`src/design/pmrc_consts.svh`:
```
/*
  Offsets, field positions, reset values and timing figures of the power
  monitor result datapath. Assumes a 100 MHz core clock.
*/
`ifndef PMRC_CONSTS_SVH
`define PMRC_CONSTS_SVH

// ----------------------------------------------------------------------
// clock and conversion times (microseconds)
// ----------------------------------------------------------------------
`define PMRC_CLK_MHZ 100
`define PMRC_CT_US0 50
`define PMRC_CT_US1 84
`define PMRC_CT_US2 150
`define PMRC_CT_US3 280
`define PMRC_CT_US4 540
`define PMRC_CT_US5 1052
`define PMRC_CT_US6 2074
`define PMRC_CT_US7 4120

// ----------------------------------------------------------------------
// register byte offsets
// ----------------------------------------------------------------------
`define PMRC_A_CONFIG 8'h00
`define PMRC_A_ADCCFG 8'h04
`define PMRC_A_CAL 8'h08
`define PMRC_A_SHUNT 8'h0C
`define PMRC_A_BUS 8'h10
`define PMRC_A_TEMP 8'h14
`define PMRC_A_CURR 8'h18
`define PMRC_A_POWER 8'h1C
`define PMRC_A_ENE_LO 8'h20
`define PMRC_A_ENE_HI 8'h24
`define PMRC_A_CHG_LO 8'h28
`define PMRC_A_CHG_HI 8'h2C
`define PMRC_A_STATUS 8'h30

// ----------------------------------------------------------------------
// fields, reset values, scaling
// ----------------------------------------------------------------------
`define PMRC_B_RUN 0
`define PMRC_B_RANGE 1
`define PMRC_B_ACLR 2
`define PMRC_F_CT_LO 0
`define PMRC_F_AVG_LO 4
`define PMRC_RST_ADCCFG 7'h00
`define PMRC_RST_CAL 16'h0000
`define PMRC_CUR_SHIFT 12
`define PMRC_PWR_SHIFT 14
`define PMRC_ENE_FRAC 4

`endif

```
`src/design/pmrc_pkg.sv`:
```
/*
  Types shared by the power monitor result datapath.
  Assumes nothing of its surroundings.
*/
package pmrc_pkg;
  typedef enum logic {ST_IDLE, ST_RUN} pmrc_conv_st_t;
  typedef logic signed [19:0] pmrc_shunt_t;
  typedef logic [19:0] pmrc_bus_t;
  typedef logic signed [15:0] pmrc_temp_t;
  typedef logic [2:0] pmrc_sel_t;
endpackage

```
`src/design/pmrc_avg_if.sv`:
```
/*
  Carrier between the result datapath and its sample averager.
  Assumes both ends share core_clk.
*/
`timescale 1ns/100ps
interface pmrc_avg_if;
  logic smp_valid;
  pmrc_pkg::pmrc_shunt_t smp_shunt;
  pmrc_pkg::pmrc_bus_t smp_bus;
  pmrc_pkg::pmrc_temp_t smp_temp;
  pmrc_pkg::pmrc_sel_t avg_sel;
  logic restart;
  logic avg_valid;
  pmrc_pkg::pmrc_shunt_t avg_shunt;
  pmrc_pkg::pmrc_bus_t avg_bus;
  pmrc_pkg::pmrc_temp_t avg_temp;
  modport src (output smp_valid, smp_shunt, smp_bus, smp_temp, avg_sel,
    restart, input avg_valid, avg_shunt, avg_bus, avg_temp);
  modport avg (input smp_valid, smp_shunt, smp_bus, smp_temp, avg_sel,
    restart, output avg_valid, avg_shunt, avg_bus, avg_temp);
endinterface

```
`src/design/pmrc_avg.sv`:
```
/*
  Averager: sums 1..1024 conversions and emits their mean as one pulse.
  Assumes conversions arrive as one-cycle valid pulses.
*/
`timescale 1ns/100ps
`include "pmrc_consts.svh"
module pmrc_avg (
  input wire logic core_clk, // core clock
  input wire logic arst_n, // async reset, active low
  pmrc_avg_if.avg av // samples in, means out
);
  import pmrc_pkg::*;

  function automatic logic [3:0] avg_shift(input pmrc_sel_t s);
    case (s)
      3'h0: avg_shift = 4'h0;
      3'h1: avg_shift = 4'h2;
      3'h2: avg_shift = 4'h4;
      3'h3: avg_shift = 4'h6;
      3'h4: avg_shift = 4'h7;
      3'h5: avg_shift = 4'h8;
      3'h6: avg_shift = 4'h9;
      default: avg_shift = 4'hA;
    endcase
  endfunction

  logic [9:0] cnt_r;
  logic signed [29:0] sh_sum_r;
  logic [29:0] bus_sum_r;
  logic signed [25:0] tp_sum_r;
  logic signed [29:0] sh_tot;
  logic [29:0] bus_tot;
  logic signed [25:0] tp_tot;
  logic [3:0] sh;
  logic last;
  logic avg_valid_r;
  pmrc_shunt_t avg_shunt_r;
  pmrc_bus_t avg_bus_r;
  pmrc_temp_t avg_temp_r;
  logic signed [29:0] sh_mean;
  logic [29:0] bus_mean;
  logic signed [25:0] tp_mean;

  always_comb begin
    sh = avg_shift(av.avg_sel);
    sh_tot = sh_sum_r + 30'(av.smp_shunt);
    bus_tot = bus_sum_r + {10'h000, av.smp_bus};
    tp_tot = tp_sum_r + 26'(av.smp_temp);
    sh_mean = sh_tot >>> sh;
    bus_mean = bus_tot >> sh;
    tp_mean = tp_tot >>> sh;
    last = (cnt_r == 10'((11'h001 << sh) - 11'h001));
  end

  // ----------------------------------------------------------------------
  // accumulate and emit
  // ----------------------------------------------------------------------
  always_ff @(posedge core_clk or negedge arst_n) begin
    if (!arst_n) begin
      cnt_r <= 10'h000;
      sh_sum_r <= 30'h0;
      bus_sum_r <= 30'h0;
      tp_sum_r <= 26'h0;
      avg_valid_r <= 1'b0;
      avg_shunt_r <= 20'h0;
      avg_bus_r <= 20'h0;
      avg_temp_r <= 16'h0;
    end else begin
      avg_valid_r <= 1'b0;
      if (av.restart) begin
        cnt_r <= 10'h000;
        sh_sum_r <= 30'h0;
        bus_sum_r <= 30'h0;
        tp_sum_r <= 26'h0;
      end else if (av.smp_valid && last) begin
        cnt_r <= 10'h000;
        sh_sum_r <= 30'h0;
        bus_sum_r <= 30'h0;
        tp_sum_r <= 26'h0;
        avg_valid_r <= 1'b1;
        avg_shunt_r <= sh_mean[19:0];
        avg_bus_r <= bus_mean[19:0];
        avg_temp_r <= tp_mean[15:0];
      end else if (av.smp_valid) begin
        cnt_r <= cnt_r + 10'h001;
        sh_sum_r <= sh_tot;
        bus_sum_r <= bus_tot;
        tp_sum_r <= tp_tot;
      end
    end
  end

  assign av.avg_valid = avg_valid_r;
  assign av.avg_shunt = avg_shunt_r;
  assign av.avg_bus = avg_bus_r;
  assign av.avg_temp = avg_temp_r;

  AST_AVG_COUNT: assert property (@(posedge core_clk) disable iff (!arst_n)
    av.smp_valid && !av.restart && !last |=> !avg_valid_r)
    else $error("mean emitted before the averaging count was reached");
endmodule

```
`src/design/pmrc_top.sv`:
```
/*
  Result formatting and calculation datapath of a shunt power monitor:
  conversion pacing, averaging, current, power, energy and charge.
  Assumes an ADC front end that answers each start pulse with one
  adc_done pulse and synchronous data, and a register master on a plain
  strobe port.
*/
// Added by the designer: the plain strobed port and the register offsets.
`timescale 1ns/100ps
`include "pmrc_consts.svh"

// Function
// - range bit picks 163.84 or 40.96 mV scale
// - bus result unsigned, 195.3125 uV steps
// - shunt and bus results are 20 bits
// - shunt result is signed
// - temperature signed 16 bits, 7.8125 mC
// - current from each shunt result times calibration
// - zero calibration gives zero current
// - power is 24-bit unsigned, 3.2 current steps
// - energy 40-bit unsigned, 16 power steps
// - charge 40-bit two's complement
// - accumulators wrap on overflow
// - clear bit empties both accumulators anytime
// - eight conversion times, 50 to 4120 us
// - average 1..1024; period is time times count
module pmrc_top #(
  parameter int unsigned CYC_PER_US = `PMRC_CLK_MHZ // shorten in sim
) (
  input wire logic core_clk, // core clock, 100 MHz
  input wire logic arst_n, // async reset, active low
  input wire logic [7:0] reg_addr, // register byte address
  input wire logic [31:0] reg_wdata, // register write data
  input wire logic reg_wr, // write strobe
  input wire logic reg_rd, // read strobe
  output logic [31:0] reg_rdata, // read data, cycle after reg_rd
  output logic adc_start, // conversion start pulse
  output logic adc_range, // shunt_range_select to front end
  input wire logic adc_done, // conversion finished pulse
  input wire pmrc_pkg::pmrc_shunt_t adc_shunt, // raw shunt code
  input wire pmrc_pkg::pmrc_bus_t adc_bus, // raw bus code
  input wire pmrc_pkg::pmrc_temp_t adc_temp, // raw die temperature
  output logic result_ready // pulse on each result update
);
  import pmrc_pkg::*;

  function automatic logic [19:0] conv_cyc(input pmrc_sel_t s);
    int unsigned us;
    case (s)
      3'h0: us = `PMRC_CT_US0;
      3'h1: us = `PMRC_CT_US1;
      3'h2: us = `PMRC_CT_US2;
      3'h3: us = `PMRC_CT_US3;
      3'h4: us = `PMRC_CT_US4;
      3'h5: us = `PMRC_CT_US5;
      3'h6: us = `PMRC_CT_US6;
      default: us = `PMRC_CT_US7;
    endcase
    conv_cyc = 20'(us * CYC_PER_US);
  endfunction

  // ----------------------------------------------------------------------
  // register port decode
  // ----------------------------------------------------------------------
  logic wr_cfg;
  logic wr_adc;
  logic wr_cal;
  logic rd_stat;
  logic acc_clear;
  logic run_r;
  logic range_r;
  pmrc_sel_t ct_sel_r;
  pmrc_sel_t avg_sel_r;
  logic [15:0] cal_r;

  always_comb begin
    wr_cfg = 1'b0;
    wr_adc = 1'b0;
    wr_cal = 1'b0;
    if (reg_wr && reg_addr == `PMRC_A_CONFIG) begin
      wr_cfg = 1'b1;
    end else if (reg_wr && reg_addr == `PMRC_A_ADCCFG) begin
      wr_adc = 1'b1;
    end else if (reg_wr && reg_addr == `PMRC_A_CAL) begin
      wr_cal = 1'b1;
    end
    rd_stat = reg_rd && reg_addr == `PMRC_A_STATUS;
    acc_clear = wr_cfg && reg_wdata[`PMRC_B_ACLR];
  end

  always_ff @(posedge core_clk or negedge arst_n) begin
    if (!arst_n) begin
      run_r <= 1'b0;
      range_r <= 1'b0;
    end else if (wr_cfg) begin
      run_r <= reg_wdata[`PMRC_B_RUN];
      range_r <= reg_wdata[`PMRC_B_RANGE];
    end
  end

  always_ff @(posedge core_clk or negedge arst_n) begin
    if (!arst_n) begin
      {avg_sel_r, ct_sel_r} <= 6'(`PMRC_RST_ADCCFG);
    end else if (wr_adc) begin
      ct_sel_r <= reg_wdata[`PMRC_F_CT_LO +: 3];
      avg_sel_r <= reg_wdata[`PMRC_F_AVG_LO +: 3];
    end
  end

  // host supplies the scaling; narrow range expects it four times larger
  always_ff @(posedge core_clk or negedge arst_n) begin
    if (!arst_n) begin
      cal_r <= `PMRC_RST_CAL;
    end else if (wr_cal) begin
      cal_r <= reg_wdata[15:0];
    end
  end

  assign adc_range = range_r;

  // ----------------------------------------------------------------------
  // conversion pacing
  // ----------------------------------------------------------------------
  pmrc_conv_st_t st_r;
  logic [19:0] timer_r;
  logic start_r;

  always_ff @(posedge core_clk or negedge arst_n) begin
    if (!arst_n) begin
      st_r <= ST_IDLE;
      timer_r <= 20'h0;
      start_r <= 1'b0;
    end else begin
      start_r <= 1'b0;
      case (st_r)
        ST_IDLE: begin
          timer_r <= 20'h0;
          if (run_r) begin
            st_r <= ST_RUN;
          end
        end
        ST_RUN: begin
          if (!run_r || wr_adc) begin
            st_r <= ST_IDLE;
          end else if (timer_r == 20'h0) begin
            start_r <= 1'b1;
            timer_r <= conv_cyc(ct_sel_r) - 20'h1;
          end else begin
            timer_r <= timer_r - 20'h1;
          end
        end
        default: st_r <= ST_IDLE;
      endcase
    end
  end

  assign adc_start = start_r;

  // ----------------------------------------------------------------------
  // averaging
  // ----------------------------------------------------------------------
  pmrc_avg_if av_if ();

  // a new averaging setting discards a half-built sum
  assign av_if.smp_valid = adc_done && st_r == ST_RUN;
  assign av_if.smp_shunt = adc_shunt;
  assign av_if.smp_bus = adc_bus;
  assign av_if.smp_temp = adc_temp;
  assign av_if.avg_sel = avg_sel_r;
  assign av_if.restart = wr_adc || st_r == ST_IDLE;

  pmrc_avg u_avg (
    .core_clk(core_clk),
    .arst_n(arst_n),
    .av(av_if.avg)
  );

  // ----------------------------------------------------------------------
  // current and power
  // ----------------------------------------------------------------------
  logic signed [36:0] cur_prod;
  pmrc_shunt_t cur_nxt;
  logic [19:0] cur_mag;
  logic [39:0] pwr_prod;
  logic [23:0] pwr_nxt;

  always_comb begin
    cur_prod = av_if.avg_shunt * $signed({1'b0, cal_r});
    if (cal_r == 16'h0000) begin
      cur_nxt = 20'h0;
    end else begin
      cur_nxt = cur_prod[`PMRC_CUR_SHIFT +: 20];
    end
    cur_mag = cur_nxt[19] ? 20'(-cur_nxt) : cur_nxt;
    pwr_prod = cur_mag * av_if.avg_bus;
    // clip rather than fold a too-large product into a small reading
    if (|pwr_prod[39:`PMRC_PWR_SHIFT + 24]) begin
      pwr_nxt = 24'hFFFFFF;
    end else begin
      pwr_nxt = pwr_prod[`PMRC_PWR_SHIFT +: 24];
    end
  end

  // ----------------------------------------------------------------------
  // result registers
  // ----------------------------------------------------------------------
  pmrc_shunt_t shunt_r;
  pmrc_bus_t bus_r;
  pmrc_temp_t temp_r;
  pmrc_shunt_t cur_r;
  logic [23:0] pwr_r;
  logic rdy_r;
  logic upd_r;

  always_ff @(posedge core_clk or negedge arst_n) begin
    if (!arst_n) begin
      shunt_r <= 20'h0;
      bus_r <= 20'h0;
      temp_r <= 16'h0;
      cur_r <= 20'h0;
      pwr_r <= 24'h0;
    end else if (av_if.avg_valid) begin
      shunt_r <= av_if.avg_shunt;
      bus_r <= av_if.avg_bus;
      temp_r <= av_if.avg_temp;
      cur_r <= cur_nxt;
      pwr_r <= pwr_nxt;
    end
  end

  // ready flag: a new result beats a status read in the same cycle
  always_ff @(posedge core_clk or negedge arst_n) begin
    if (!arst_n) begin
      rdy_r <= 1'b0;
      upd_r <= 1'b0;
    end else begin
      upd_r <= av_if.avg_valid;
      if (av_if.avg_valid) begin
        rdy_r <= 1'b1;
      end else if (rd_stat) begin
        rdy_r <= 1'b0;
      end
    end
  end

  assign result_ready = upd_r;

  // ----------------------------------------------------------------------
  // energy and charge accumulators
  // ----------------------------------------------------------------------
  logic [39 + `PMRC_ENE_FRAC:0] ene_r;
  logic [39:0] chg_r;

  // a clear in the same cycle as a sample drops that sample
  always_ff @(posedge core_clk or negedge arst_n) begin
    if (!arst_n) begin
      ene_r <= '0;
      chg_r <= 40'h0;
    end else if (acc_clear) begin
      ene_r <= '0;
      chg_r <= 40'h0;
    end else if (av_if.avg_valid) begin
      ene_r <= ene_r + (39 + `PMRC_ENE_FRAC + 1)'(pwr_nxt);
      chg_r <= chg_r + 40'(cur_nxt);
    end
  end

  // ----------------------------------------------------------------------
  // read data
  // ----------------------------------------------------------------------
  logic [31:0] rd_nxt;

  always_comb begin
    rd_nxt = 32'h0;
    if (reg_addr == `PMRC_A_CONFIG) begin
      rd_nxt = 32'({range_r, run_r});
    end else if (reg_addr == `PMRC_A_ADCCFG) begin
      rd_nxt = 32'({1'b0, avg_sel_r, 1'b0, ct_sel_r});
    end else if (reg_addr == `PMRC_A_CAL) begin
      rd_nxt = 32'(cal_r);
    end else if (reg_addr == `PMRC_A_SHUNT) begin
      rd_nxt = {12'h000, shunt_r};
    end else if (reg_addr == `PMRC_A_BUS) begin
      rd_nxt = {12'h000, bus_r};
    end else if (reg_addr == `PMRC_A_TEMP) begin
      rd_nxt = {16'h0000, temp_r};
    end else if (reg_addr == `PMRC_A_CURR) begin
      rd_nxt = {12'h000, cur_r};
    end else if (reg_addr == `PMRC_A_POWER) begin
      rd_nxt = {8'h00, pwr_r};
    end else if (reg_addr == `PMRC_A_ENE_LO) begin
      rd_nxt = ene_r[`PMRC_ENE_FRAC +: 32];
    end else if (reg_addr == `PMRC_A_ENE_HI) begin
      rd_nxt = {24'h0, ene_r[`PMRC_ENE_FRAC + 32 +: 8]};
    end else if (reg_addr == `PMRC_A_CHG_LO) begin
      rd_nxt = chg_r[31:0];
    end else if (reg_addr == `PMRC_A_CHG_HI) begin
      rd_nxt = {24'h0, chg_r[39:32]};
    end else if (reg_addr == `PMRC_A_STATUS) begin
      rd_nxt = 32'({st_r == ST_RUN, rdy_r});
    end
  end

  always_ff @(posedge core_clk or negedge arst_n) begin
    if (!arst_n) begin
      reg_rdata <= 32'h0;
    end else if (reg_rd) begin
      reg_rdata <= rd_nxt;
    end else begin
      reg_rdata <= 32'h0;
    end
  end

  // ----------------------------------------------------------------------
  // checks
  // ----------------------------------------------------------------------
  logic [19:0] gap_r;
  logic seen_r;

  always_ff @(posedge core_clk or negedge arst_n) begin
    if (!arst_n) begin
      gap_r <= 20'h0;
      seen_r <= 1'b0;
    end else if (wr_adc || st_r == ST_IDLE) begin
      gap_r <= 20'h0;
      seen_r <= 1'b0;
    end else if (start_r) begin
      gap_r <= 20'h1;
      seen_r <= 1'b1;
    end else begin
      gap_r <= gap_r + 20'h1;
    end
  end

  AST_RANGE: assert property (@(posedge core_clk) disable iff (!arst_n)
    wr_cfg |=> adc_range == $past(reg_wdata[`PMRC_B_RANGE]))
    else $error("range output does not follow the config write");
  AST_CAL_ZERO: assert property (@(posedge core_clk) disable iff (!arst_n)
    av_if.avg_valid && cal_r == 16'h0 |=> cur_r == 20'h0)
    else $error("current not zero under zero calibration");
  AST_CURRENT: assert property (@(posedge core_clk) disable iff (!arst_n)
    av_if.avg_valid && cal_r != 16'h0
    |=> cur_r == $past(cur_prod[`PMRC_CUR_SHIFT +: 20]))
    else $error("current is not shunt result times calibration");
  AST_SHUNT: assert property (@(posedge core_clk) disable iff (!arst_n)
    av_if.avg_valid |=> shunt_r == $past(av_if.avg_shunt))
    else $error("shunt result not taken from the averaged sample");
  AST_BUS_TEMP: assert property (@(posedge core_clk) disable iff (!arst_n)
    av_if.avg_valid |=> bus_r == $past(av_if.avg_bus)
    && temp_r == $past(av_if.avg_temp) && upd_r)
    else $error("bus or temperature result not updated");
  AST_CLEAR: assert property (@(posedge core_clk) disable iff (!arst_n)
    acc_clear |=> ene_r == '0 && chg_r == 40'h0)
    else $error("accumulators not cleared");
  AST_CHARGE: assert property (@(posedge core_clk) disable iff (!arst_n)
    av_if.avg_valid && !acc_clear
    |=> chg_r == 40'($past(chg_r) + 40'($past(cur_nxt))))
    else $error("charge did not add the new current");
  AST_ENERGY: assert property (@(posedge core_clk) disable iff (!arst_n)
    !av_if.avg_valid && !acc_clear |=> $stable(ene_r))
    else $error("energy moved without an averaged sample");
  AST_PERIOD: assert property (@(posedge core_clk) disable iff (!arst_n)
    start_r && seen_r |-> gap_r == conv_cyc(ct_sel_r))
    else $error("start spacing differs from the conversion time");

  COV_AVG: cover property (@(posedge core_clk) disable iff (!arst_n)
    av_if.avg_valid && avg_sel_r == 3'h1);
  COV_CLEAR: cover property (@(posedge core_clk) disable iff (!arst_n)
    acc_clear && chg_r != 40'h0);
  COV_NEG: cover property (@(posedge core_clk) disable iff (!arst_n)
    av_if.avg_valid && cur_nxt[19]);
endmodule

```
`config.mk`:
```
export PLATFORM = sky130hd
export DESIGN_NAME = pmrc_top
export DESIGN_NICKNAME = d
export VERILOG_FILES = /design/src/design/pmrc_pkg.sv /design/src/design/pmrc_avg_if.sv /design/src/design/pmrc_avg.sv /design/src/design/pmrc_top.sv
export VERILOG_INCLUDE_DIRS = /design/src /design/src/design
export SDC_FILE = /design/constraint.sdc
export NUM_CORES = 2
export LEC_CHECK = 0
export ABC_CLOCK_PERIOD_IN_PS = 18400
export BUFFER_PORTS_ARGS = -buffer_cell sky130_fd_sc_hd__buf_2
export CAP_MARGIN = 10
export CORE_UTILIZATION = 50
export DETAILED_ROUTE_END_ITERATION = 7
export PLACE_DENSITY = 0.65
export SYNTH_ARGS = -nofsm -noshare
export SYNTH_HDL_FRONTEND = slang
export SYNTH_HIERARCHICAL = 1
export SYNTH_SLANG_ARGS = --single-unit
export TNS_END_PERCENT = 5
```
`constraint.sdc`:
```
create_clock -name core_clk -period 18.4 [get_ports core_clk]
set_input_delay 1.84 -clock core_clk [delete_from_list [all_inputs] [get_ports core_clk]]
set_output_delay 1.84 -clock core_clk [all_outputs]
set_load 0.01 [all_outputs]
```
==> results.ini <==
[run_status]
outcome=finished, final reports clean

[logic_synthesis]
syn_area_per_cell_sq_um=8.72
synth_area_leaders=fa_1, dfrtp_1, ha_1
yosysTopAreaCell=fa_1
ys.flop_type=dfrtp_1
syn_area_sq_um=53900
synth_top_area_share_pct=22.6
ys_ff_latch=417
syn_nets=7302
synth_edf_count=0
synthArstFlopShare_pct=100
ys_types=97
synth-seq-area-share_pct=19.3
synth_warnings=6
synthCells=6183

[routing]
routed_wl_um=167000
vias=45400
dr.pass1.iters=7
avgRoutedWirePerCell_um=21.9
drc_errors=0
drt_iter0_markers=3756
drt.antenna.violating_nets=0
via_per_inst=5.96

[floorplan]
die-area_sq_um=109000
coreArea_sq_um=107000
die_w_um=330
rows=120
start_util_pct=50.4
io-pin-count=136
die_h_um=330

[cells_and_area]
fin_nets=7289
final_common_cell=inv_1
area_delta_synth_final_pct=8.02
seq_area_sq_um=10500
fillers=9723
multi_input_area_sq_um=39500
final_cell_mix=inv_1, nand2_1, fa_1
drive_gt1_share_pct=9.27

[critical_path]
cp-end-kind=flop
cp.arrival_ns=18.12
critPathRequiredTime_ns=18.89
cp.buffers_inverters=8
crit_type=reg2reg
cp_max_fo=11
cp_top_family=compound AO/OA/AOI/OAI gates
slowest_delay_ns=0.56
slowest_stage=fa_1
critPathLaunchType=flop
cpMostUsedCell=fa_1

[power_and_ir_drop]
p_leak_nw=29.2
ir_worst_vdd_uv=81.0
internal_power_mw=1.78
power_frac_comb_pct=15.0
p_per_area_nw_per_um2=43.1
power.share.sequential_pct=38.3
clockPowerShare_pct=46.7
total_power_mw=2.51
swShare_pct=29.1
switchingPower_mw=0.732

[grt]
grt_first_pass_wirelength_um=262000
grt_overflow=0
grt_max_degree=92
grt_use_total_pct=30.9
first_global_vias=45800
antenna_found_initial=6

[clocking]
htreeDepth=2
clkTransAtPathRegs_ns=0.06
root_buffer=clkbuf_16
cts.sinks=417
clock_latency_ns=0.66
cts_made_buffers=55
cts_tree=done
cts.path.max_buffers=3

[timing]
final.period_utilization_pct=95.8
tightestPinTransition_ns=1.14
drv_slew=0
hold_ws_ns=0.474
setup-tns-final_ns=0
clock-skew-final_ns=0.0357
layout_setup_ws_ns=0.770
setup_violations=0
fin_crit_ns=17.63
max_freq_ghz=0.0567
hold_viol=0
slew_headroom_pct=24.1

[placement]
dp_hpwl_um=127000
gp_congestion=0.959
dp_worst_setup_slack_ns=0.271
io_buffers=119

[run]
maxCapViolCount=0

[hold_path]
min_path_type=reg2reg

## sequential cells by signal, summed over array words and instances (netlist names), 3 cells and up
name	cells
pwr_r	24
u_avg/tp_sum_r	26
av_if.avg_sel	3
u_avg/av.avg_shunt	20
u_avg/av.avg_bus	20
temp_r	16
bus_r	20
u_avg/bus_sum_r	30
cal_r	16
chg_r	40
reg_rdata	32
ct_sel_r	3
u_avg/sh_sum_r	30
u_avg/av.avg_temp	16
timer_r	20
u_avg/cnt_r	10
cur_r	20
shunt_r	20
ene_r	44
## worst min-delay path, stage by stage, from the launching register on
cell and delay [ns]:
dfrtp_1 0.34, nand2_1 0.05, nand2_1 0.05
## through the flow
| step | utilization, % | instance area (sq um) | std cells |
|---|---|---|---|
| 3_3_place_gp | 52.4 | 56100 | 7511 |
| 2_1_floorplan | - | 53900 | 6183 |
| 6_report | 54.4 | 58300 | 7620 |
| 3_5_place_dp | 52.4 | 56100 | 7511 |
| 5_1_grt | 54.4 | 58300 | 7617 |
| 4_1_cts | 54.3 | 58100 | 7612 |
## kinds of logic after synthesis
group	Yosys count	share of synthesized area, %
and+or+nand+nor	1939	17.4
AOI/OAI and AO/OA	1279	15.8
buffers and inverters	1116	7.83
adders and majority gates	1018	32.1
DFF	417	19.3
xor gates and xnor gates	220	3.59
muxes	192	3.97
other	2	0.0139
## what timing repair did
action / in CTS / in global routing
setup endpoints to repair: 0 / 26
hold buffers: 0 / 0
gates resized for setup: 0 / 29
setup buffers: 0 / 5
## routing by layer
layer | up-vias | GRT usage (%) | routed length (um)
met5 | - | 0 | 23
met4 | 4 | 11.2 | 6440
met3 | 365 | 5.83 | 14400
met2 | 1851 | 49.4 | 75900
met1 | 22700 | 41.9 | 70300
li1 | 20600 | - | -
## synth_stat cells (26+ instances only)
cell type	count
o21bai_1	28
fa_1	609
or3_1	38
ha_1	409
a211oi_1	45
mux2i_1	72
nor2_1	374
inv_1	786
xor2_1	79
a21o_1	113
o211ai_1	27
o21a_1	40
and2_1	409
a22oi_1	63
a31oi_1	63
nand2b_1	52
nand4_1	39
a21oi_1	321
and3_1	53
nor3_1	67
xnor2_1	140
mux2_2	114
o21ai_0	255
nand3_1	92
clkbuf_1	287
nand2_1	694
a221oi_1	26
dfrtp_1	417
nor2b_1	40
a22o_1	66
## power by group through the flow
stage / registers, mW / clock network (mW) / logic [mW]
floorplan: 0.960 / 0 / 0.247
global route: 0.963 / 1.22 / 0.411
detailed placement: 0.976 / 0 / 0.368
global placement: 0.976 / 0 / 0.362
finish: 0.961 / 1.17 / 0.377
CTS: 0.960 / 1.19 / 0.370
## cell type report
type / count / area share (%)
tap: 1403 / 3.01
inverter: 788 / 5.08
clock buffer: 73 / 2.67
timing repair buffer: 258 / 2.87
multi-input combinational: 4650 / 67.7
sequential: 417 / 17.9
clock inverter: 28 / 0.691
antenna: 3 / 0.0129
## path summary, 6_finish.rpt
kind / start / slack, ns / cells after the start / endpoint
min reg2reg: u_avg/av.avg_temp[0]$_DFFE_PN0P_ / 0.47 / 2 / u_avg/av.avg_temp[0]$_DFFE_PN0P_
max: u_avg/av.avg_shunt[6]$_DFFE_PN0P_ / 0.77 / 69 / ene_r[37]$_DFFE_PN0P_
min in group asynchronous: arst_n / 1.22 / 1 / timer_r[10]$_DFFE_PN0P_
max in group asynchronous: arst_n / 14.84 / 3 / ene_r[24]$_DFFE_PN0P_
min: u_avg/av.avg_temp[0]$_DFFE_PN0P_ / 0.47 / 2 / u_avg/av.avg_temp[0]$_DFFE_PN0P_
max reg2reg: u_avg/av.avg_shunt[6]$_DFFE_PN0P_ / 0.77 / 69 / ene_r[37]$_DFFE_PN0P_
No activity file was read; power rests on OpenSTA's default activity.
